### src/hdl/autoneg_defines.svh
`ifndef AUTONEG_DEFINES_SVH
`define AUTONEG_DEFINES_SVH

// register indices on the management port
`define REG_CTRL       5'h00
`define REG_BSTAT      5'h01
`define REG_DSTAT      5'h11
`define REG_OVERTIME   5'h12

// control register fields
`define CTRL_SOFT_RST  15
`define CTRL_AN_EN     12
`define CTRL_RESTART   9
`define CTRL_AN_EN_RST 1'b1

// basic status fields
`define BS_CMPL        5
`define BS_LINK        2

// detailed status fields
`define DS_RATE        15
`define DS_DUPLEX      14
`define DS_PROG_MSB    13
`define DS_PROG_LSB    11
`define DS_CMPL        4
`define DS_LINK        0

// progress codes
`define PROG_RST       4'h0
`define PROG_GOOD      4'h8
`define PROG_COMPLETE  4'hF

// state index to progress code, one nibble per state, idle in the low nibble
`define CODE_MAP_RST   40'h8F76543210

// typical negotiation time
`define AN_TYPICAL_MS  500
`define CLK_MHZ        200
`define AN_TYPICAL_CYC (`AN_TYPICAL_MS * 1000 * `CLK_MHZ)

`endif

### src/hdl/autoneg_pkg.sv
package autoneg_pkg;

   typedef enum logic [3:0]
   {
      arb_idle,
      arb_tx_disable,
      arb_ability,
      arb_ack,
      arb_complete_ack,
      arb_idle_detect,
      arb_link_check,
      arb_parallel,
      arb_complete,
      arb_good
   } arb_state_t;

   typedef struct packed
   {
      logic ability_match;
      logic ack_match;
      logic ack_done;
      logic legacy_seen;
      logic link_ready;
      logic speed_100;
      logic full_duplex;
   } neg_evt_t;

   typedef struct packed
   {
      logic rx_signal_lost;
      logic pll_lock_err;
   } link_fault_t;

endpackage

### src/hdl/restart_trigger.sv
`timescale 1ns/1ps
module restart_trigger
(
   input  wire logic clk_sys,
   input  wire logic arst_n,
   input  wire logic clk_en,
   input  wire logic restart_wr,
   input  wire logic enable,
   input  wire logic link_fail,
   output logic      restart_evt
);
`include "autoneg_defines.svh"

   logic en_prev_r;

   always_ff @(posedge clk_sys or negedge arst_n)
   begin
      if (!arst_n)
         en_prev_r <= `CTRL_AN_EN_RST;
      else if (clk_en)
         en_prev_r <= enable;
   end

   // enable coming back high after a low spell restarts, as do the restart bit and a lost link
   assign restart_evt = restart_wr
                      | (enable & ~en_prev_r)
                      | link_fail;

endmodule

### src/hdl/progress_latch.sv
`timescale 1ns/1ps
module progress_latch
#(
   parameter int W = 4
)
(
   input  wire logic         clk_sys,
   input  wire logic         arst_n,
   input  wire logic         clk_en,
   input  wire logic         clr,
   input  wire logic         rd_evt,
   input  wire logic [W-1:0] present,
   output logic      [W-1:0] held_r
);

   logic [W-1:0] held_nxt;

   always_comb
   begin
      held_nxt = held_r;
      if (clr)
         held_nxt = '0;
      else if (rd_evt)
         held_nxt = present;
      else if (present > held_r)
         held_nxt = present;
   end

   // restart is not an input here: the held code survives it
   always_ff @(posedge clk_sys or negedge arst_n)
   begin
      if (!arst_n)
         held_r <= '0;
      else if (clk_en)
         held_r <= held_nxt;
   end

endmodule

### src/hdl/autoneg_progress_monitor.sv
// Added by the designer: the plain strobed port and the placing of the registers.
`timescale 1ns/1ps
`include "autoneg_defines.svh"
module autoneg_progress_monitor
   import autoneg_pkg::*;
#(
   parameter logic [39:0] CODE_MAP    = `CODE_MAP_RST,
   parameter int unsigned TIMEOUT_CYC = `AN_TYPICAL_CYC
)
(
   input  wire logic        clk_sys,
   input  wire logic        arst_n,
   input  wire logic        clk_en,
   input  wire logic [4:0]  reg_addr,
   input  wire logic [15:0] reg_wdata,
   input  wire logic        reg_wr,
   input  wire logic        reg_rd,
   output logic      [15:0] reg_rdata,
   input  wire neg_evt_t    neg_in,
   input  wire link_fault_t fault_in,
   output logic             an_restart,
   output logic      [3:0]  present_code,
   output logic             link_up,
   output logic             an_complete
);

   arb_state_t  arb_r;
   arb_state_t  arb_nxt;
   logic        ctrl_en_r;
   logic        cmpl_r;
   logic        link_r;
   logic        speed_r;
   logic        duplex_r;
   logic        ovt_r;
   logic [31:0] cnt_r;
   logic [15:0] rdata_r;
   logic [3:0]  held;
   logic        ctrl_wr;
   logic        soft_rst;
   logic        restart_wr;
   logic        dstat_rd;
   logic        link_fault;
   logic        link_fail;
   logic        restart_evt;
   logic        cnt_hit;

   assign ctrl_wr    = reg_wr && (reg_addr == `REG_CTRL);
   assign soft_rst   = ctrl_wr && reg_wdata[`CTRL_SOFT_RST];
   // the restart bit is never stored, so it always reads back as zero
   assign restart_wr = ctrl_wr && reg_wdata[`CTRL_RESTART];
   assign dstat_rd   = reg_rd && (reg_addr == `REG_DSTAT);
   assign link_fault = fault_in.rx_signal_lost | fault_in.pll_lock_err;
   assign link_fail  = (arb_r == arb_good) && link_fault;

   restart_trigger u_restart
   (
      .clk_sys     (clk_sys),
      .arst_n      (arst_n),
      .clk_en      (clk_en),
      .restart_wr  (restart_wr),
      .enable      (ctrl_en_r),
      .link_fail   (link_fail),
      .restart_evt (restart_evt)
   );

   // control: enable bit, soft reset restores defaults
   always_ff @(posedge clk_sys or negedge arst_n)
   begin
      if (!arst_n)
         ctrl_en_r <= `CTRL_AN_EN_RST;
      else if (clk_en)
      begin
         if (soft_rst)
            ctrl_en_r <= `CTRL_AN_EN_RST;
         else if (ctrl_wr)
            ctrl_en_r <= reg_wdata[`CTRL_AN_EN];
      end
   end

   // arbitration sequencer; the pulse exchange itself lives outside
   always_comb
   begin
      arb_nxt = arb_r;
      case (arb_r)
         arb_idle:
            if (ctrl_en_r)
               arb_nxt = arb_tx_disable;
         arb_tx_disable:
            arb_nxt = arb_ability;
         arb_ability:
            if (neg_in.legacy_seen)
               arb_nxt = arb_parallel;
            else if (neg_in.ability_match)
               arb_nxt = arb_ack;
         arb_ack:
            if (neg_in.ack_match)
               arb_nxt = arb_complete_ack;
         arb_complete_ack:
            if (neg_in.ack_done)
               arb_nxt = arb_idle_detect;
         arb_idle_detect:
            arb_nxt = arb_link_check;
         arb_link_check:
            if (neg_in.link_ready)
               arb_nxt = arb_complete;
         arb_parallel:
            if (neg_in.link_ready)
               arb_nxt = arb_complete;
         arb_complete:
            arb_nxt = arb_good;
         arb_good:
            arb_nxt = arb_good;
         default:
            arb_nxt = arb_idle;
      endcase
      if (!ctrl_en_r)
         arb_nxt = arb_idle;
   end

   always_ff @(posedge clk_sys or negedge arst_n)
   begin
      if (!arst_n)
         arb_r <= arb_idle;
      else if (clk_en)
      begin
         if (soft_rst)
            arb_r <= arb_idle;
         else if (restart_evt)
            arb_r <= arb_idle;
         else
            arb_r <= arb_nxt;
      end
   end

   // complete pulses Fh for one cycle, then good settles on 8h
   assign present_code = CODE_MAP[{arb_r, 2'b00} +: 4];

   progress_latch #(.W(4)) u_progress
   (
      .clk_sys (clk_sys),
      .arst_n  (arst_n),
      .clk_en  (clk_en),
      .clr     (soft_rst),
      .rd_evt  (dstat_rd),
      .present (present_code),
      .held_r  (held)
   );

   // live completion and link indications
   always_ff @(posedge clk_sys or negedge arst_n)
   begin
      if (!arst_n)
      begin
         cmpl_r   <= 1'b0;
         link_r   <= 1'b0;
         speed_r  <= 1'b0;
         duplex_r <= 1'b0;
      end
      else if (clk_en)
      begin
         if (soft_rst || restart_evt)
            cmpl_r <= 1'b0;
         else if (arb_r == arb_complete)
            cmpl_r <= 1'b1;
         if (soft_rst || restart_evt || link_fault)
            link_r <= 1'b0;
         else if (arb_r == arb_complete)
            link_r <= 1'b1;
         if (arb_r == arb_complete)
         begin
            speed_r  <= neg_in.speed_100;
            duplex_r <= neg_in.full_duplex;
         end
      end
   end

   // overrun of the typical negotiation time; sticky until restart or soft reset, set wins
   assign cnt_hit = (cnt_r == TIMEOUT_CYC - 32'd1);

   always_ff @(posedge clk_sys or negedge arst_n)
   begin
      if (!arst_n)
      begin
         cnt_r <= 32'h0000_0000;
         ovt_r <= 1'b0;
      end
      else if (clk_en)
      begin
         if (soft_rst || restart_evt || arb_r == arb_idle || cmpl_r)
            cnt_r <= 32'h0000_0000;
         else if (!cnt_hit)
            cnt_r <= cnt_r + 32'd1;
         if (cnt_hit && !cmpl_r)
            ovt_r <= 1'b1;
         else if (soft_rst || restart_evt)
            ovt_r <= 1'b0;
      end
   end

   // read data, one cycle after the strobe
   always_ff @(posedge clk_sys or negedge arst_n)
   begin
      if (!arst_n)
         rdata_r <= 16'h0000;
      else if (clk_en)
      begin
         rdata_r <= 16'h0000;
         if (reg_rd)
         begin
            case (reg_addr)
               `REG_CTRL:
                  rdata_r[`CTRL_AN_EN] <= ctrl_en_r;
               `REG_BSTAT:
               begin
                  rdata_r[`BS_CMPL] <= cmpl_r;
                  rdata_r[`BS_LINK] <= link_r;
               end
               `REG_DSTAT:
               begin
                  rdata_r[`DS_RATE]   <= speed_r;
                  rdata_r[`DS_DUPLEX] <= duplex_r;
                  rdata_r[`DS_PROG_MSB:`DS_PROG_LSB] <= held[2:0];
                  rdata_r[`DS_CMPL]   <= held[3];
                  rdata_r[`DS_LINK]   <= link_r;
               end
               `REG_OVERTIME:
                  rdata_r[0] <= ovt_r;
               default:
                  rdata_r <= 16'h0000;
            endcase
         end
      end
   end

   assign reg_rdata   = rdata_r;
   assign an_restart  = restart_evt && clk_en;
   assign link_up     = link_r;
   assign an_complete = cmpl_r;
endmodule

### config.mk
export PLATFORM = sky130hd
export DESIGN_NAME = autoneg_progress_monitor
export DESIGN_NICKNAME = d
export VERILOG_FILES = /design/src/hdl/autoneg_pkg.sv /design/src/hdl/restart_trigger.sv /design/src/hdl/progress_latch.sv /design/src/hdl/autoneg_progress_monitor.sv
export VERILOG_INCLUDE_DIRS = /design/src /design/src/hdl
export SDC_FILE = /design/constraint.sdc
export NUM_CORES = 1
export LEC_CHECK = 0
export BUFFER_PORTS_ARGS = -buffer_cell sky130_fd_sc_hd__buf_4
export CORE_AREA = 3 3 77 94
export DETAILED_ROUTE_END_ITERATION = 10
export DIE_AREA = 0 0 80 97
export GPL_TIMING_DRIVEN = 0
export HOLD_SLACK_MARGIN = 0.02
export PLACE_DENSITY = 0.79
export SLEW_MARGIN = 20
export SYNTH_ARGS = -nofsm -noshare
export SYNTH_HDL_FRONTEND = slang
export SYNTH_HIERARCHICAL = 1
export SYNTH_SLANG_ARGS = --single-unit
### constraint.sdc
create_clock -name clk_sys -period 3 [get_ports clk_sys]
set_input_delay 0 -clock clk_sys [delete_from_list [all_inputs] [get_ports clk_sys]]
set_output_delay 0 -clock clk_sys [all_outputs]
set_load 0.01 [all_outputs]
==> results.toml, run 1 <==
[timing]
period_needed_ns = 2.82
hold_slack_ns = 0.0653
min_period_over_period_pct = 94.1
fin_skew_ns = 0.00916
max-slew-margin-rel_pct = 52.4
fin_ws_ns = 0.178
tns_ns = 0
setup_viol = 0
fmax_ghz = 0.354
rsz0062_at_grt = "false"
hold_violations = 0
finalMaxSlewViolations = 0
worst_pin_slew_ns = 0.714

[setup_path]
r2r_end = "cnt_r[18]"
crit_path_top_delay_cell = "or4_1"
critPathRequiredTime_ns = 3.26
end_kind = "flip-flop"
cp_num_buf_inv = 2
path_cells = "clkbuf_1 > nand2_1 > nor2_1 > nor2_1 > o21ai_0 > a311o_1 > or2_2 > clkbuf_1 > or4_1 > nand3_1"
ff2ff_setup_slack_ns = 0.18
cp_max_fo = 10
start_kind = "flip-flop"
r2r-start = "arb_r[3]"
arrival_ns = 3.08
critPathMaxStageDelay_ns = 0.58
crit_type = "reg2reg"
reg2reg_depth = 10
cp_top_family = "simple AND/OR/NAND/NOR gates"

[power_and_ir_drop]
leakage_uw = 0.00183
power.density_nw_per_um2 = 707
ir_drop_mv = 0.576

[clock_network]
cts_buffer_depth = 2
cts_tree = "built"
numCtsBuffers = 5
cts_num_sinks = 56
cts.htree.levels = 2
path_clk_slew_ns = 0.11
cts_root_buf = "clkbuf_8"
clk_latency_ns = 0.32
post-cts-setup-buffers = 0

[grt]
grt_pass1_vias = 3464
grt_use_met2_pct = 45.3
grt_max_degree = 57
top_usage_layer = "met2"
track_usage_pct = 27.3
overflow = 0
met1_usage_pct = 34.0
grt_pass1_wl_um = 16800
use_met3_pct = 3.91
antenna_found_initial = 0

[detailed_routing]
num_vias = 3619
wl_per_cell_um = 18.2
dr.pass1.iters = 5
drtIter0Drc = 323
wirelength_um = 10400
drc_errors = 0
ant_nets = 0
vias_per_cell = 6.34

[final_layout]
instances_no_fill = 571
antennaDiodeCount = 0
final_util_pct = 66.2
area_delta_synth_final_pct = 16.7
drive_above_1_share_pct = 17.5
num-nets-final = 525

[die]
initial_utilization_pct = 56.7
dieArea_um2 = 7760
core_region_area_um2 = 6410
ios = 58
die_x_um = 80
num_rows = 32
die_h_um = 97

[synth]
syn_inst = 428
synthTopCellsByArea = "dfrtp_1 (37%), nand2_1 (3.8%), inv_1 (3.6%), o21ai_0 (3.2%), nand3_1 (3.0%)"
yosysTopAreaCell = "dfrtp_1"
async_flop_share_pct = 100
yosys_warnings = 6
synthXorXnorAreaFrac_pct = 0
synthFlopType = "dfrtp_1"
synth_edf_count = 0
synthAdderAreaFrac_pct = 1.72
synth_mux_area_share_pct = 3.37
yosys.area.top_type_share_pct = 37.2
syn_area_um2 = 3630
synth-seq-cells = 56
synthDistinctLibCells = 68
synth-seq-area-share_pct = 38.6
syn_avg_cell_area_um2 = 8.49
synth-compound-area-share_pct = 20.1
yosys.area_share.simple_pct = 27.6
synth_top_family_by_area = "simple AND/OR/NAND/NOR gates"

[place]
place_congestion = 0.963
portBuffers = 35
dp.final_hpwl_um = 7320
place_ws_ns = -0.0923
place_inst = 554

[worst_hold_path]
holdCritPathClass = "in2reg"
hp-start = "neg_in[3]"
min_to = "arb_r[2]"
min_path_cells = 4

[run]
drv_cap = 0

[run_status]
status = "finished, final reports clean"
-- cell usage after synthesis (6+ instances only) --
master     n
dfrtp_1   54
nand2_1   37
inv_1     35
o21ai_0   23
nand3_1   22
nor3_1    22
nor2_1    19
clkbuf_1  16
nand4_1   16
a21oi_1   14
a31oi_1   14
nor4_1    13
and3_1     9
buf_2      8
o22ai_1    8
and4_1     7
buf_4      7
mux2i_1    7
and2_1     6
o211ai_1   6
or3_1      6
-- routing by layer --
metal	routed length, um	vias up
met5	0	-
li1	-	1679
met2	5220	166
met3	627	38
met4	474	0
met1	4040	1736
-- through the flow --
stage               instance area [um^2]  power (uW)
CTS                                 4230        2960
detailed placement                  4030        2510
global route                        4240        3200
finish                              4240        3000
floorplan                           3660        2080
global placement                    4030        2450
-- worst reg2reg max path, stage by stage, from the launching register on --
cell      delay [ns]
dfrtp_1         0.38
clkbuf_1        0.21
nand2_1         0.20
nor2_1          0.07
nor2_1          0.12
o21ai_0         0.14
a311o_1         0.37
or2_2           0.31
clkbuf_1        0.28
or4_1           0.58
nand3_1         0.09
-- where the power goes --
| group | switching, uW | internal [uW] | leakage (uW) |
|---|---|---|---|
| sequential | 183 | 932 | 0.000738 |
| combinational | 881 | 569 | 0.00104 |
| clock | 265 | 168 | 0.0000485 |
-- cells in the final DEF (no fill, tap or decap), types with 11 or more instances in the layout --
cell type / synthesis / layout
nor4_1: 13 / 12
dfrtp_1: 54 / 54
buf_4: 7 / 42
nand3_1: 22 / 22
a31oi_1: 14 / 14
dlygate4sd3_1: 0 / 11
nand2_1: 37 / 37
nor2_1: 19 / 17
o21ai_0: 23 / 23
a21oi_1: 14 / 14
inv_1: 35 / 35
clkbuf_1: 16 / 14
nor3_1: 22 / 22
nand4_1: 16 / 16
-- layout make-up --
type	instances	area, um^2
Fill cell	551	2170
Timing Repair Buffer	46	373
Buffer	33	170
Inverter	35	131
Tap cell	85	106
Sequential cell	56	1400
Multi-Input combinational cell	308	1960
Clock inverter	3	22.5
Clock buffer	5	68.8
-- worst max-delay path by stage --
stage | from | cells after the start | to
5_1_grt | arb_r[3] | 11 | cnt_r[27]
4_1_cts | arb_r[1] | 12 | cnt_r[3]
3_5_place_dp | arb_r[2] | 12 | cnt_r[3]
6_report | arb_r[3] | 10 | cnt_r[18]
3_3_place_gp | arb_r[1] | 12 | cnt_r[3]
2_1_floorplan | arb_r[2] | 11 | u_progress/held_r[0]
-- kinds of logic (layout without fill, tap and decap cells) --
family                   Yosys count  after routing
multiplexers                      11             11
other                              1              7
flip-flops                        56             56
AO/OA/AOI/OAI                    104            104
buffers and inverters             70            122
AND/OR/NAND/NOR                  181            181
adder cells (fa/ha/maj)            5              5
-- state kept, by name, indices dropped and copies added (netlist names) --
register and cells:
u_progress/held_r 4, cnt_r 32, u_restart/en_prev_r 1, an_complete 1, ctrl_en_r 1, reg_rdata 9, link_up 1, arb_r 4
speed_r 1, ovt_r 1, duplex_r 1
-- timing repair --
item / 4_1_cts / 5_1_grt
endpoints found under the setup margin: 18 / 21
hold buffers: 11 / 0
resized for setup: 2 / 3
endpoints found under the hold margin: 60 / 0
(Power assumes the default switching activity.)
==> run 2: changes to the inputs <==
Settings changed: RECOVER_POWER set to 50.
==> run 2 against run 1 <==
Net effect:
- global-route usage unchanged
- routed wire length fell by 0.61%
- setup slack improved by 0.041 ns
- cell count stayed put
- non-clock buffer count unchanged
- via count barely moved
- critical path type unchanged
==> results.toml, run 2 (same netlist as run 1, synthesis figures left out) <==
[setup_path]
end_kind = "flip-flop"
start_kind = "flip-flop"
critPathRequiredTime_ns = 3.26
cp_max_fo = 10
crit_type = "reg2reg"
arrival_ns = 3.04
reg2reg_depth = 10

[power_and_ir_drop]
p_int_uw = 1670
power.density_nw_per_um2 = 711
netSwitchingPower_uw = 1330
ir_drop_mv = 0.584
switching_share_pct = 44.3
combPwrFrac_pct = 48.2
leakage_uw = 0.00179
seqPwrFrac_pct = 37.2
pwr-share-clk_pct = 14.6

[timing]
fin_skew_ns = 0.00753
fin_ws_ns = 0.219
hold_slack_ns = 0.0650
min_period_over_period_pct = 92.7
hold_violations = 0
setup_viol = 0
worst_pin_slew_ns = 1.38
rsz0062_at_grt = "false"
period_needed_ns = 2.78
fmax_ghz = 0.360
finalMaxSlewViolations = 0
max-slew-margin-rel_pct = 7.81
tns_ns = 0

[final_layout]
largest_register_ffs = 32
layout_commonest_cell = "dfrtp_1"
drive_above_1_share_pct = 15.8
layout_common_cells = "dfrtp_1 (54), nand2_1 (37), inv_1 (35)"
antennaDiodeCount = 0
n_fill_cell = 561
regMostFlops = "cnt_r"
num-nets-final = 525
area_delta_synth_final_pct = 15.9
design_area_um2 = 4210

[worst_hold_path]
min_path_cells = 4
holdCritPathClass = "in2reg"

[detailed_routing]
drc_errors = 0
vias_per_cell = 6.34
wl_per_cell_um = 18.0
wirelength_um = 10300
dr.pass1.iters = 5
drtIter0Drc = 319
num_vias = 3621
ant_nets = 0

[grt]
grt_pass1_wl_um = 16800
antenna_found_initial = 0
grt_max_degree = 57
overflow = 0
grt_pass1_vias = 3464
track_usage_pct = 27.3

[clock_network]
cts.htree.levels = 2
path_clk_slew_ns = 0.11
clk_latency_ns = 0.32
cts_root_buf = "clkbuf_8"
cts_num_sinks = 56
cts_tree = "built"
cts_buffer_depth = 2
numCtsBuffers = 5
post-cts-setup-buffers = 0

[die]
die_h_um = 97
dieArea_um2 = 7760
die_x_um = 80
initial_utilization_pct = 56.7
core_region_area_um2 = 6410
num_rows = 32
ios = 58

[place]
placed_cell_area_um2 = 4030
dp.final_hpwl_um = 7320
portBuffers = 35
place_ws_ns = -0.0923
place_congestion = 0.963

[run_status]
status = "finished, final reports clean"

[run]
drv_cap = 0
run 2: path summary, 6_finish.rpt:
path,slack [ns],end,from
max reg2reg,0.22,cnt_r[18],arb_r[3]
min reg2reg,0.51,ovt_r,ovt_r
max,0.22,cnt_r[18],arb_r[3]
min in group asynchronous,0.51,cnt_r[24],arst_n
min,0.07,arb_r[2],neg_in[3]
max in group asynchronous,1.64,cnt_r[1],arst_n
run 2: cell type report:
| type | instances | area, um^2 | area share (%) |
|---|---|---|---|
| well taps | 85 | 106 | 2.53 |
| repair buffers | 46 | 344 | 8.17 |
| multi-input cells | 308 | 1960 | 46.6 |
| inverters | 35 | 131 | 3.12 |
| flip-flops and latches | 56 | 1400 | 33.3 |
| clock inverters | 3 | 22.5 | 0.535 |
| clock buffers | 5 | 68.8 | 1.63 |
| plain buffers | 33 | 170 | 4.04 |
run 2: repair_timing:
item | CTS | global route
pin swaps | 0 | 0
hold buffers | 11 | 0
gates resized for setup | 2 | 3
hold endpoints to repair | 60 | 0
setup endpoints to repair | 18 | 21
run 2: per-layer routing:
layer | part of all wire, % | vias to the layer above | track usage (%)
li1 | - | 1682 | -
met3 | 7.1 | 31 | 3.91
met1 | 38 | 1731 | 34.0
met4 | 4.1 | 0 | 13.8
met5 | 0 | - | 0
met2 | 51 | 177 | 45.3
run 2: stage by stage:
step           instances  power (uW)  utilization (%)
2_1_floorplan        434        2080                -
5_1_grt              571        3190             65.7
3_5_place_dp         554        2510             62.8
4_1_cts              573        2960             66.1
6_report             571        2990             65.7
3_3_place_gp         554        2450             62.8
run 2: critical path, stage by stage, from the launching register on:
cell	delay, ns
dfrtp_1	0.37
clkbuf_1	0.21
nand2_1	0.20
nor2_1	0.07
nor2_1	0.11
o21ai_0	0.14
a311o_1	0.37
or2_2	0.31
clkbuf_1	0.28
or4_1	0.58
nand3_1	0.09
run 2: power groups by stage:
stage | Sequential (uW) | Combinational (uW) | Clock, uW
finish | 1110 | 1440 | 438
global route | 1140 | 1580 | 473
CTS | 1080 | 1440 | 445
detailed placement | 1100 | 1410 | 0
global placement | 1090 | 1360 | 0
floorplan | 1050 | 1030 | 0
